==> src/design/bit_skip_call_pkg.sv <==
// Package: shared types and constants for the bit/skip/call execution block
package bit_skip_call_pkg;
  localparam int DATA_W = 8;
  localparam int PC_W = 9;
  localparam int FADDR_W = 6;
  localparam logic [7:0] WORK_RST = 8'h00;
  localparam logic [8:0] PC_RST = 9'h000;
  localparam logic [8:0] PC_STEP = 9'h001;
  localparam int CALL_CYCLES = 2;
  localparam int SKIP_CYCLES = 2;

  // Instruction selector from the decoder stage
  typedef enum logic [2:0] {
    OP_NONE,
    OP_AND_IMM,
    OP_SET_BIT,
    OP_SKIP_CLR,
    OP_SKIP_SET,
    OP_CALL_IMM,
    OP_CALL_COMP
  } op_e;

  typedef struct packed {
    logic valid;
    op_e op;
    logic [7:0] imm;
    logic [5:0] faddr;
    logic [2:0] bitsel;
  } instr_s;

  typedef struct packed {
    logic wr;
    logic [5:0] addr;
    logic [7:0] data;
  } file_wr_s;

  typedef struct packed {
    logic push;
    logic [8:0] data;
  } stack_push_s;
endpackage : bit_skip_call_pkg

==> src/design/bit_skip_flag_unit.sv <==
// Combinational helper: AND result, zero flag, bit set and bit test
`timescale 1ns/1ps
module bit_skip_flag_unit
  import bit_skip_call_pkg::*;
(
  input wire logic [7:0] working_i,
  input wire logic [7:0] imm_i,
  input wire logic [7:0] fdata_i,
  input wire logic [2:0] bitsel_i,
  output logic [7:0] and_o,
  output logic zero_o,
  output logic [7:0] set_o,
  output logic bit_o
);
  function automatic logic [7:0] bit_mask(input logic [2:0] sel);
    bit_mask = 8'h01 << sel;
  endfunction : bit_mask

  always_comb
  begin
    and_o = working_i & imm_i;
    zero_o = (and_o == 8'h00);
    set_o = fdata_i | bit_mask(bitsel_i);
    bit_o = |(fdata_i & bit_mask(bitsel_i));
  end
endmodule : bit_skip_flag_unit

==> src/design/mcu_bit_skip_call_exec.sv <==
// Execution block for AND-immediate, bit set, bit-test skips and subroutine calls
`timescale 1ns/1ps
// Overview of operation
// - AND-immediate ANDs working register with 8-bit immediate into working, one cycle.
// - Set-bit forces chosen bit of file register 0..63 to one, flags untouched.
// - Skip-if-clear skips next instruction when tested bit reads zero.
// - Skip-if-set skips next instruction when tested bit reads one.
// - Taken skip flushes fetched instruction as a no-op; two cycles, else one.
// - Both calls push program counter plus one onto stack first.
// - Immediate call loads its 8-bit target into PC bits 7..0.
// - Immediate call copies upper page latch bit 0 into PC bit 8.
// - Computed call copies table high pointer bit 0 into PC bit 8.
// - Computed call loads working register into PC bits 7..0, no operand.
module mcu_bit_skip_call_exec
  import bit_skip_call_pkg::*;
(
  input wire logic mclk_i,
  input wire logic rst_n_i,
  input wire bit_skip_call_pkg::instr_s instr_i,
  input wire logic [7:0] fdata_i,
  input wire logic [7:0] upper_page_latch_i,
  input wire logic [7:0] table_high_pointer_i,
  input wire logic work_load_i,
  input wire logic [7:0] work_data_i,
  output logic [7:0] working_register_o,
  output logic zero_flag_o,
  output logic zero_wr_o,
  output bit_skip_call_pkg::file_wr_s file_wr_o,
  output bit_skip_call_pkg::stack_push_s stack_push_o,
  output logic [8:0] pc_o,
  output logic flush_o,
  output logic busy_o
);
  import bit_skip_call_pkg::*;

  typedef enum logic [1:0] {
    ST_RUN,
    ST_FLUSH
  } state_e;

  typedef struct packed {
    state_e state;
    logic [7:0] working;
    logic zero;
    logic zero_wr;
    file_wr_s fwr;
    stack_push_s push;
    logic [8:0] pc;
    logic flush;
    logic busy;
  } state_s;

  state_s s_q;
  state_s s_d;
  logic [7:0] and_res;
  logic and_zero;
  logic [7:0] set_res;
  logic tested_bit;
  logic exec;

  // One step rule keeps fetch order and return address in agreement
  function automatic logic [8:0] pc_inc(input logic [8:0] pc);
    pc_inc = pc + PC_STEP;
  endfunction : pc_inc

  ////////////////////////////////////////////////////////////////////////////
  bit_skip_flag_unit bit_skip_flag_unit_inst (
    .working_i(s_q.working),
    .imm_i(instr_i.imm),
    .fdata_i(fdata_i),
    .bitsel_i(instr_i.bitsel),
    .and_o(and_res),
    .zero_o(and_zero),
    .set_o(set_res),
    .bit_o(tested_bit)
  );

  // The slot after a flush holds the discarded fetch, so nothing executes
  assign exec = instr_i.valid && (s_q.state == ST_RUN);

  ////////////////////////////////////////////////////////////////////////////
  always_comb
  begin
    s_d = s_q;
    s_d.zero_wr = 1'b0;
    s_d.fwr.wr = 1'b0;
    s_d.push.push = 1'b0;
    s_d.flush = 1'b0;
    // Other units write the working register; an AND taken in the same cycle wins
    if (work_load_i)
    begin
      s_d.working = work_data_i;
    end
    case (s_q.state)
      ST_RUN:
      begin
        if (exec)
        begin
          s_d.pc = pc_inc(s_q.pc);
          case (instr_i.op)
            OP_AND_IMM:
            begin
              s_d.working = and_res;
              s_d.zero = and_zero;
              s_d.zero_wr = 1'b1;
            end
            OP_SET_BIT:
            begin
              s_d.fwr.wr = 1'b1;
              s_d.fwr.addr = instr_i.faddr;
              s_d.fwr.data = set_res;
            end
            OP_SKIP_CLR:
            begin
              if (!tested_bit)
              begin
                s_d.flush = 1'b1;
                s_d.state = ST_FLUSH;
              end
            end
            OP_SKIP_SET:
            begin
              if (tested_bit)
              begin
                s_d.flush = 1'b1;
                s_d.state = ST_FLUSH;
              end
            end
            OP_CALL_IMM:
            begin
              s_d.push.push = 1'b1;
              s_d.push.data = pc_inc(s_q.pc);
              s_d.pc = {upper_page_latch_i[0], instr_i.imm};
              s_d.flush = 1'b1;
              s_d.state = ST_FLUSH;
            end
            OP_CALL_COMP:
            begin
              s_d.push.push = 1'b1;
              s_d.push.data = pc_inc(s_q.pc);
              s_d.pc = {table_high_pointer_i[0], s_q.working};
              s_d.flush = 1'b1;
              s_d.state = ST_FLUSH;
            end
            default:
            begin
            end
          endcase
        end
      end
      ST_FLUSH:
      begin
        // Skips step past the discarded word; calls already hold target
        if (instr_i.valid && !s_q.push.push)
        begin
          s_d.pc = pc_inc(s_q.pc);
        end
        s_d.state = ST_RUN;
      end
      default:
      begin
        s_d.state = ST_RUN;
      end
    endcase
    s_d.busy = (s_d.state == ST_FLUSH);
  end

  always_ff @(posedge mclk_i)
  begin
    if (!rst_n_i)
    begin
      s_q <= '0;
      s_q.state <= ST_RUN;
      s_q.working <= WORK_RST;
      s_q.pc <= PC_RST;
    end
    else
    begin
      s_q <= s_d;
    end
  end

  ////////////////////////////////////////////////////////////////////////////
  assign working_register_o = s_q.working;
  assign zero_flag_o = s_q.zero;
  assign zero_wr_o = s_q.zero_wr;
  assign file_wr_o = s_q.fwr;
  assign stack_push_o = s_q.push;
  assign pc_o = s_q.pc;
  assign flush_o = s_q.flush;
  assign busy_o = s_q.busy;

  ////////////////////////////////////////////////////////////////////////////
  chk_and_result: assert property (@(posedge mclk_i) disable iff (!rst_n_i)
    (exec && instr_i.op == OP_AND_IMM) |=> working_register_o == ($past(s_q.working) & $past(instr_i.imm)))
    else $error("AND result wrong");
  chk_zero_flag: assert property (@(posedge mclk_i) disable iff (!rst_n_i)
    (exec && instr_i.op == OP_AND_IMM) |=> zero_wr_o && (zero_flag_o == (working_register_o == 8'h00)))
    else $error("zero flag wrong");
  chk_set_bit: assert property (@(posedge mclk_i) disable iff (!rst_n_i)
    (exec && instr_i.op == OP_SET_BIT) |=> file_wr_o.wr
      && file_wr_o.data == ($past(fdata_i) | (8'h01 << $past(instr_i.bitsel)))
      && file_wr_o.addr == $past(instr_i.faddr) && !zero_wr_o)
    else $error("set bit wrong");
  chk_skip_clear: assert property (@(posedge mclk_i) disable iff (!rst_n_i)
    (exec && instr_i.op == OP_SKIP_CLR && !fdata_i[instr_i.bitsel]) |=> flush_o ##1 !busy_o)
    else $error("skip on clear missed");
  chk_skip_set: assert property (@(posedge mclk_i) disable iff (!rst_n_i)
    (exec && instr_i.op == OP_SKIP_SET && fdata_i[instr_i.bitsel]) |=> flush_o ##1 !busy_o)
    else $error("skip on set missed");
  chk_noskip_one: assert property (@(posedge mclk_i) disable iff (!rst_n_i)
    (exec && instr_i.op == OP_SKIP_SET && !fdata_i[instr_i.bitsel]) |=> !busy_o && !flush_o)
    else $error("skip taken wrongly");
  chk_call_push: assert property (@(posedge mclk_i) disable iff (!rst_n_i)
    (exec && (instr_i.op == OP_CALL_IMM || instr_i.op == OP_CALL_COMP))
      |=> stack_push_o.push && stack_push_o.data == $past(s_q.pc) + 9'h001)
    else $error("return address wrong");
  chk_call_imm_pc: assert property (@(posedge mclk_i) disable iff (!rst_n_i)
    (exec && instr_i.op == OP_CALL_IMM) |=> pc_o == {$past(upper_page_latch_i[0]), $past(instr_i.imm)})
    else $error("immediate call target wrong");
  chk_call_comp_pc: assert property (@(posedge mclk_i) disable iff (!rst_n_i)
    (exec && instr_i.op == OP_CALL_COMP) |=> pc_o == {$past(table_high_pointer_i[0]), $past(s_q.working)})
    else $error("computed call target wrong");
  chk_call_two: assert property (@(posedge mclk_i) disable iff (!rst_n_i)
    (exec && instr_i.op == OP_CALL_COMP) |=> busy_o ##1 (!busy_o && $stable(pc_o)))
    else $error("call not two cycles");

  // AND-immediate
  chk_and_one_cycle: assert property (@(posedge mclk_i) disable iff (!rst_n_i)
    (exec && instr_i.op == OP_AND_IMM)
      |=> !busy_o && !flush_o && pc_o == $past(s_q.pc) + 9'h001)
    else $error("AND not single cycle");
  chk_zero_value: assert property (@(posedge mclk_i) disable iff (!rst_n_i)
    (exec && instr_i.op == OP_AND_IMM)
      |=> zero_flag_o == (($past(s_q.working) & $past(instr_i.imm)) == 8'h00))
    else $error("zero flag value wrong");
  chk_zero_only: assert property (@(posedge mclk_i) disable iff (!rst_n_i)
    (exec && instr_i.op != OP_AND_IMM)
      |=> !zero_wr_o && $stable(zero_flag_o))
    else $error("zero flag touched by other op");

  // Set-bit
  chk_set_bit_flags: assert property (@(posedge mclk_i) disable iff (!rst_n_i)
    (exec && instr_i.op == OP_SET_BIT && !work_load_i)
      |=> $stable(zero_flag_o) && $stable(working_register_o) && !flush_o && !busy_o)
    else $error("set bit disturbed flags");
  chk_set_bit_only: assert property (@(posedge mclk_i) disable iff (!rst_n_i)
    (exec && instr_i.op != OP_SET_BIT)
      |=> !file_wr_o.wr)
    else $error("file write by other op");

  // Bit-test skips
  chk_skip_clr_slot: assert property (@(posedge mclk_i) disable iff (!rst_n_i)
    (exec && instr_i.op == OP_SKIP_CLR && !fdata_i[instr_i.bitsel])
      |=> busy_o && pc_o == $past(s_q.pc) + 9'h001)
    else $error("skip on clear slot wrong");
  chk_skip_set_slot: assert property (@(posedge mclk_i) disable iff (!rst_n_i)
    (exec && instr_i.op == OP_SKIP_SET && fdata_i[instr_i.bitsel])
      |=> busy_o && pc_o == $past(s_q.pc) + 9'h001)
    else $error("skip on set slot wrong");
  chk_noskip_clear: assert property (@(posedge mclk_i) disable iff (!rst_n_i)
    (exec && instr_i.op == OP_SKIP_CLR && fdata_i[instr_i.bitsel])
      |=> !busy_o && !flush_o && pc_o == $past(s_q.pc) + 9'h001)
    else $error("skip on clear taken wrongly");
  chk_noskip_set_pc: assert property (@(posedge mclk_i) disable iff (!rst_n_i)
    (exec && instr_i.op == OP_SKIP_SET && !fdata_i[instr_i.bitsel])
      |=> pc_o == $past(s_q.pc) + 9'h001)
    else $error("untaken skip pc wrong");
  chk_skip_side: assert property (@(posedge mclk_i) disable iff (!rst_n_i)
    (exec && (instr_i.op == OP_SKIP_CLR || instr_i.op == OP_SKIP_SET))
      |=> !file_wr_o.wr && !stack_push_o.push && !zero_wr_o)
    else $error("skip had side effect");

  // Calls
  chk_call_flush: assert property (@(posedge mclk_i) disable iff (!rst_n_i)
    (exec && (instr_i.op == OP_CALL_IMM || instr_i.op == OP_CALL_COMP))
      |=> flush_o && busy_o)
    else $error("call did not flush");
  chk_call_imm_two: assert property (@(posedge mclk_i) disable iff (!rst_n_i)
    (exec && instr_i.op == OP_CALL_IMM)
      |=> busy_o ##1 (!busy_o && $stable(pc_o)))
    else $error("immediate call not two cycles");
  chk_call_side: assert property (@(posedge mclk_i) disable iff (!rst_n_i)
    (exec && (instr_i.op == OP_CALL_IMM || instr_i.op == OP_CALL_COMP))
      |=> !file_wr_o.wr && !zero_wr_o)
    else $error("call had side effect");
  chk_push_pulse: assert property (@(posedge mclk_i) disable iff (!rst_n_i)
    stack_push_o.push
      |=> !stack_push_o.push)
    else $error("push longer than one cycle");
  chk_push_only: assert property (@(posedge mclk_i) disable iff (!rst_n_i)
    (exec && instr_i.op != OP_CALL_IMM && instr_i.op != OP_CALL_COMP)
      |=> !stack_push_o.push)
    else $error("push by other op");

  // Discarded slot: a refused word must leave no trace
  chk_slot_noop: assert property (@(posedge mclk_i) disable iff (!rst_n_i)
    busy_o
      |=> !busy_o && !flush_o && !file_wr_o.wr && !stack_push_o.push && !zero_wr_o)
    else $error("discarded slot executed");
  chk_slot_skip_pc: assert property (@(posedge mclk_i) disable iff (!rst_n_i)
    (busy_o && !stack_push_o.push && instr_i.valid)
      |=> pc_o == $past(pc_o) + 9'h001)
    else $error("skip slot pc wrong");
  chk_slot_idle_pc: assert property (@(posedge mclk_i) disable iff (!rst_n_i)
    (busy_o && !instr_i.valid)
      |=> $stable(pc_o))
    else $error("idle slot moved pc");
  chk_flush_pulse: assert property (@(posedge mclk_i) disable iff (!rst_n_i)
    flush_o
      |=> !flush_o)
    else $error("flush longer than one cycle");
endmodule : mcu_bit_skip_call_exec

==> config.mk <==
export PLATFORM = sky130hd
export DESIGN_NAME = mcu_bit_skip_call_exec
export DESIGN_NICKNAME = d
export VERILOG_FILES = /design/src/design/bit_skip_call_pkg.sv /design/src/design/bit_skip_flag_unit.sv /design/src/design/mcu_bit_skip_call_exec.sv
export SDC_FILE = /design/constraint.sdc
export NUM_CORES = 1
export LEC_CHECK = 0
export ABC_AREA = 1
export BUFFER_PORTS_ARGS = -buffer_cell sky130_fd_sc_hd__buf_2
export CAP_MARGIN = 30
export CORE_MARGIN = 2
export CORE_UTILIZATION = 47
export CTS_BUF_LIST = sky130_fd_sc_hd__clkbuf_2 sky130_fd_sc_hd__clkbuf_4 sky130_fd_sc_hd__clkbuf_8
export DETAILED_ROUTE_END_ITERATION = 10
export GPL_TIMING_DRIVEN = 0
export HOLD_SLACK_MARGIN = 0.06
export MAX_ROUTING_LAYER = met4
export PLACE_DENSITY = 0.81
export SLEW_MARGIN = 20
export SYNTH_ARGS = -nofsm -noshare
export SYNTH_HDL_FRONTEND = slang
export SYNTH_HIERARCHICAL = 1
export SYNTH_SLANG_ARGS = --single-unit
==> constraint.sdc <==
create_clock -name mclk_i -period 1.2 [get_ports mclk_i]
set_input_delay 0.06 -clock mclk_i [delete_from_list [all_inputs] [get_ports mclk_i]]
set_output_delay 0.06 -clock mclk_i [all_outputs]
set_load 0.02 [all_outputs]
; ---- After elaboration in Yosys (flattened, before gate mapping)
; Index checks and enable logic that the tools add are counted.
[classes]
n_addsub = 1
eq_ne = 10
shift = 1
n_mux = 15
bitwise_logic = 3
n_reduce_logical = 14
[ops]
columns = op, n
row1 = 2-to-1 mux 47 bit, 1
row2 = one-hot mux 19 bit (2 select lines), 1
row3 = 2-to-1 mux 35 bit, 1
row4 = one-hot mux 9 bit (2 select lines), 1
row5 = AND 8 bit, 2
row6 = 2-to-1 mux 15 bit, 1
row7 = AND reduction 3 bit, 5
row8 = 2-to-1 mux 10 bit, 1
row9 = "adder 9 x 1 -> 9 bit, second input constant", 1
row10 = "== test 3 bit, second input constant", 3
row11 = 2-to-1 mux 9 bit, 1
row12 = logical NOT 8 bit, 1
row13 = 2-to-1 mux 8 bit, 1
row14 = bitwise OR 8 bit, 1
row15 = OR reduction 8 bit, 1
row16 = "<< shifter 1 x 3 -> 8 bit, first input constant", 1
row17 = "== test 3 x 2 -> 1 bit, second input constant", 2
row18 = 2-to-1 mux 2 bit, 3
row19 = one-hot mux 2 bit (3 select lines), 1
row20 = "== test 2 x 1 -> 1 bit, second input constant", 2
row21 = "!= test 2 bit, second input constant", 2
row22 = nonzero test 2 bit, 2
row23 = "== test 3 x 1 -> 1 bit, second input constant", 1
row24 = one-hot mux 1 bit (3 select lines), 1
row25 = 5 further kinds, 7
[word_totals]
ff_bits = 48
in_bits = 56
output_inout_bits = 46
wordCells = 56

; ---- Longest topological paths before layout
[depth]
depth_word = 8
ltp_mapped = 10
mapped_depth_nobuf = 10

; ---- Modules after synthesis
; Netlist, hierarchy kept.
[modules_own_cells]
columns = module, n_inst, cells_per_inst, area_per_inst_um2, seq_area_each_um2
row1 = mcu_bit_skip_call_exec, 1, 367, 2671.3, 960.9
row2 = bit_skip_flag_unit, 1, 49, 300.3, 0.0

; ---- Worst setup path before layout
; OpenSTA, ideal clock, no wires.
[synth_path]
path_kind = reg2reg
start = reg s_q (netlist bit pc_o[0])
end = reg s_q (netlist bit stack_push_o[8])
setup_ns = 0.114
arrival_time_ns = 1.128
required_ns = 1.086
path_slack_ns = -0.042
stages_incl_launch_ff = 9
path_buffers = 0
synth_period_minus_slack_ns = 1.242
path_cell_list = dfxtp_1 ha_1 nand2_1 nor2_1 nand2_1 nand2_1 nand2_1 nor2_1 nor2_2
[synth_via]
elab_chain_len = 2
[synth_lines]
columns = item, line_no
row1 = from (decl), mcu_bit_skip_call_exec.sv:53  ; state_s s_q;
row2 = adder 9 x 1 -> 9 bit, mcu_bit_skip_call_exec.sv:63  ; pc_inc = pc + PC_STEP;
row3 = one-hot mux 19 bit (2 select lines), mcu_bit_skip_call_exec.sv:100  ; case (instr_i.op)
; Every way passes these cells. The select of a mux whose other input is x is not followed.
; A chain may end at the register's enable or synchronous reset.

; ---- Worst setup path after layout
[layout_path]
start = reg s_q[47] in the netlist's numbering
end = reg s_q (netlist bit flush_o)
[layout_via]
elab_chain_len = 3
[layout_lines]
columns = item, line_no
row1 = logical NOT 2 bit *, "mcu_bit_skip_call_exec.sv:79, mcu_bit_skip_call_exec.sv:94"
row2 = logical AND 1 bit, mcu_bit_skip_call_exec.sv:79  ; assign exec = instr_i.valid && (s_q.state == ST_RUN);
row3 = AND reduction 3 bit (no source line) *, n/a
; Mark *: on every way between the ends. The rest lies on a longest branch, timed or not.

==> key figures <==
Worst setup path
  • Critical Path Start Type: flip-flop
  • Worst flop-to-flop path endpoint: flush_o
  • CP endpoint kind: flip-flop
  • Worst Setup Path Type: reg -> reg
  • Crit path DAT: approximately 1.5 ns
  • Origin of the worst setup path: s_q[47]
  • R2R Setup Slk: -0.11 ns
  • R2R Path Start: s_q[47]
  • Worst r2r path cells: 5
  • Worst Path Required: approximately 1.4 ns
  • Critical path peak fanout: 6

Outcome
  • Failing checks: negative setup slack
  • Status: finished, violations left

Floorplan
  • Die area: 6975 µm²
  • Die Wd: roughly 84 µm
  • Core area: 6026 µm²
  • Initial Utilization: between 40% and 50%
  • I/O pin count: 102
  • Cell row count: 28
  • Die H: about 84 µm

Finish
  • Final cell count without fillers: 610
  • Nets: about 590
  • Seq. cell area: around 1000 µm²
  • Multi-input gate area: 1597 µm²
  • Fill cell count: ~500
  • Antenna diodes: 0
  • Fin util: about two thirds
  • Layout cells sized above 1: a little under half
  • Synth-to-Final Area Change: 37.26%

Drt
  • Total Wirelength: 8785 µm
  • Iter 0 DRT Violations: between 200 and 300
  • Wl on met1: 3657 µm
  • DR vias: about 3,200
  • Routed wl met3: 504 µm
  • Vias per inst: 5.315
  • Remaining DRCs: 0
  • Routed Antenna Nets: 0
  • Top sig layer: met4
  • DR WL/cell: between 10 and 15 µm
  • Metal2 WL: between 4000 and 5000 µm
  • Detailed Routing Iterations Pass 1: 5

CTS
  • Clock Latency Late Sink: approximately 0.31 ns
  • Clock buffer depth: 2
  • Clock transition at path regs: approximately 0.090 ns
  • Sink Count: 48
  • CTS tree: built
  • Num CTS Buffers: 5
  • Root buf cell: clkbuf_8
  • CTS HTree Levels: 2

Job
  • Maxcap violations: 0

Global routing
  • Gr usage total: 23.03%
  • Congestion Overflow GR: 0
  • Largest net degree at the start of global routing: 15
  • Initial antenna violation count: 0
  • First-pass GRT wire length: 12,980 µm
  • Vias in the first global route: between 2,000 and 3,000

Logic synthesis
  • Synth top area cells: dfxtp_1, buf_4, nor2_1, nand2_1, o21ai_0
  • Synth top area share: approximately 32%
  • Yosys cell types: 36
  • Mapped Cells: roughly 420
  • Synthesis Warnings: 6
  • Synth Area per Inst: 7.143 µm²
  • Sequential-to-total area share from yosys stat: between 30% and 40%
  • Syn Nets: about 470
  • Leading area contributor after synthesis: dfxtp_1
  • Synthesized area: roughly 3000 µm²
  • FF+latch count, synth: between 40 and 50

Power
  • Part of the power in registers: between 40 and 50%
  • PwrDens: about 930 nW/µm²
  • Lkg Pwr: around 2.1 nW
  • Comb power frac: roughly 23%
  • NetSw: 1.114 mW
  • VDD IR max: a little under 0.8 mV
  • Clock Power Share: between 30% and 40%
  • Internal power component: around 2.7 mW
  • Sw Ratio: 29.29%

STA
  • Final Max Tran Viols: 0
  • Post-layout min period: approximately 1.3 ns
  • RSZ-0062 raised after global routing: yes
  • Fmax: between 0.7 and 0.8 GHz
  • Final setup viols: 33
  • Final hold violation count: 0
  • Worst slew margin: between 60 and 70%
  • Post-route worst setup slack: -0.1064 ns
  • Final Cycle Share: 108.9%
  • Hold slack: roughly 0.093 ns
  • Slew @ Worst Pin: between 0.5 and 0.6 ns
  • Clock skew after layout: ~0.012 ns
  • Final setup TNS: -1.616 ns

Hold path
  • Hold path startpoint: fdata_i[0]
  • Hold Crit Endpoint: file_wr_o[0]
  • Worst hold path depth: 4
  • HP Class: in -> reg

Place
  • Placed cell count: about 570
  • Hpwl dp: 5565 µm
  • GPL Wtd Cong: approximately 0.97
  • I/O Buffers: 83
  • Setup WS pre-CTS: -0.2125 ns
==> kinds of logic (layout without fill, tap and decap cells) <==
group	count (synthesis)	in the layout	synth area share, %
DFF	48	48	32.34
other	1	1	0.1262
AOI/OAI and AO/OA	68	68	13.35
adders and majority gates	1	1	0.4210
xor gates and xnor gates	1	1	0.2948
and+or+nand+nor	192	193	30.11
buffers and inverters	97	215	20.34
muxes	8	8	3.032
==> metal layers <==
layer / GRT usage, % / vias to the layer above
li1: - / 1578
met1: 28.37 / 1485
met2: 38.34 / 139
met3: 3.660 / 40
met4: 8.358 / 0
met5: - / -
==> cells in the final DEF, fill, tap and decap left out, types with 3 or more instances in the layout <==
cell            n
buf_2          87
buf_4          56
nor2_1         53
nand2_1        50
dfxtp_1        41
o21ai_0        27
inv_1          26
nand4_1        26
nand3_1        20
nor2_2         15
buf_6          13
a21oi_1        12
nor2_4         11
o21ai_1        10
mux2_2          8
nand2_2         7
dlygate4sd3_1   6
inv_2           5
nand3_2         5
inv_4           5
clkbuf_8        5
clkbuf_1        4
o21ai_2         4
a31o_1          4
dfxtp_2         4
nand2_4         3
dfxtp_4         3
==> critical path: stages, from the launching register on <==
cell and delay (ns):
dfxtp_4 0.38, nor3_4 0.30, buf_4 0.17, buf_6 0.09
nand2_4 0.08, a31oi_1 0.20
==> sequential cells by signal (all words and copies together), names as in the netlist <==
name / cells
zero_flag_o: 1
busy_o: 1
flush_o: 1
pc_o: 9
zero_wr_o: 1
s_q: 2
stack_push_o: 10
file_wr_o: 15
working_register_o: 8
==> stage by stage <==
stage / power, mW / area [µm²]
global placement: 2.449 / 3485
global route: 3.937 / 4079
CTS: 3.708 / 3824
floorplan: 2.245 / 2975
finish: 3.803 / 4079
detailed placement: 2.464 / 3485
==> synthesized netlist by cell type <==
master	count
a21boi_0	1
a31o_1	4
buf_12	1
nand3_2	3
inv_2	4
buf_4	45
a31oi_1	3
buf_1	1
nand4_1	26
inv_4	3
ha_1	1
a21oi_2	1
nor2_1	74
nor3_4	1
nor2_2	2
inv_6	1
a21oi_1	13
nand3_1	22
mux2_2	8
a21o_1	2
nor2_4	2
nand2_1	58
nand3b_1	1
buf_2	4
o21ai_2	5
nand2_4	1
xnor2_1	1
conb_1	1
buf_6	5
inv_1	29
dfxtp_1	48
o21ai_0	37
nand2_2	1
clkbuf_1	4
a31o_2	2
nor2_8	1
==> power groups by stage <==
stage	combinational, mW	clock (mW)	sequential [mW]
after global placement	0.696	0	1.75
after global routing	0.947	1.26	1.73
after floorplan	0.503	0	1.74
after detailed placement	0.709	0	1.76
after CTS	0.779	1.21	1.72
final	0.875	1.21	1.72
==> cell type report <==
cell class / instances / area share (%)
buffer: 60 / 11.29
clock buffer: 6 / 1.871
timing repair buffer: 110 / 16.69
sequential: 48 / 23.96
multi-input combinational: 272 / 39.14
inverter: 37 / 3.896
tap: 75 / 2.301
clock inverter: 2 / 0.8589
==> repair_timing <==
item / CTS / global route
setup endpoints to repair: 44 / 48
gates cloned: 0 / 5
setup buffers: 11 / 6
hold buffers: 6 / 0
endpoints found under the hold margin: 6 / 0
pin swaps: 10 / 14
resized for setup: 28 / 58
==> how the worst max path moves through the flow <==
stage          slack, ns               to
2_1_floorplan     0.0002          pc_o[7]
3_3_place_gp       -0.20  stack_push_o[8]
3_5_place_dp       -0.21          pc_o[4]
4_1_cts            -0.04     file_wr_o[7]
5_1_grt            -0.16          flush_o
6_report           -0.11          flush_o
Note: power is estimated with default switching activity, not from simulation.
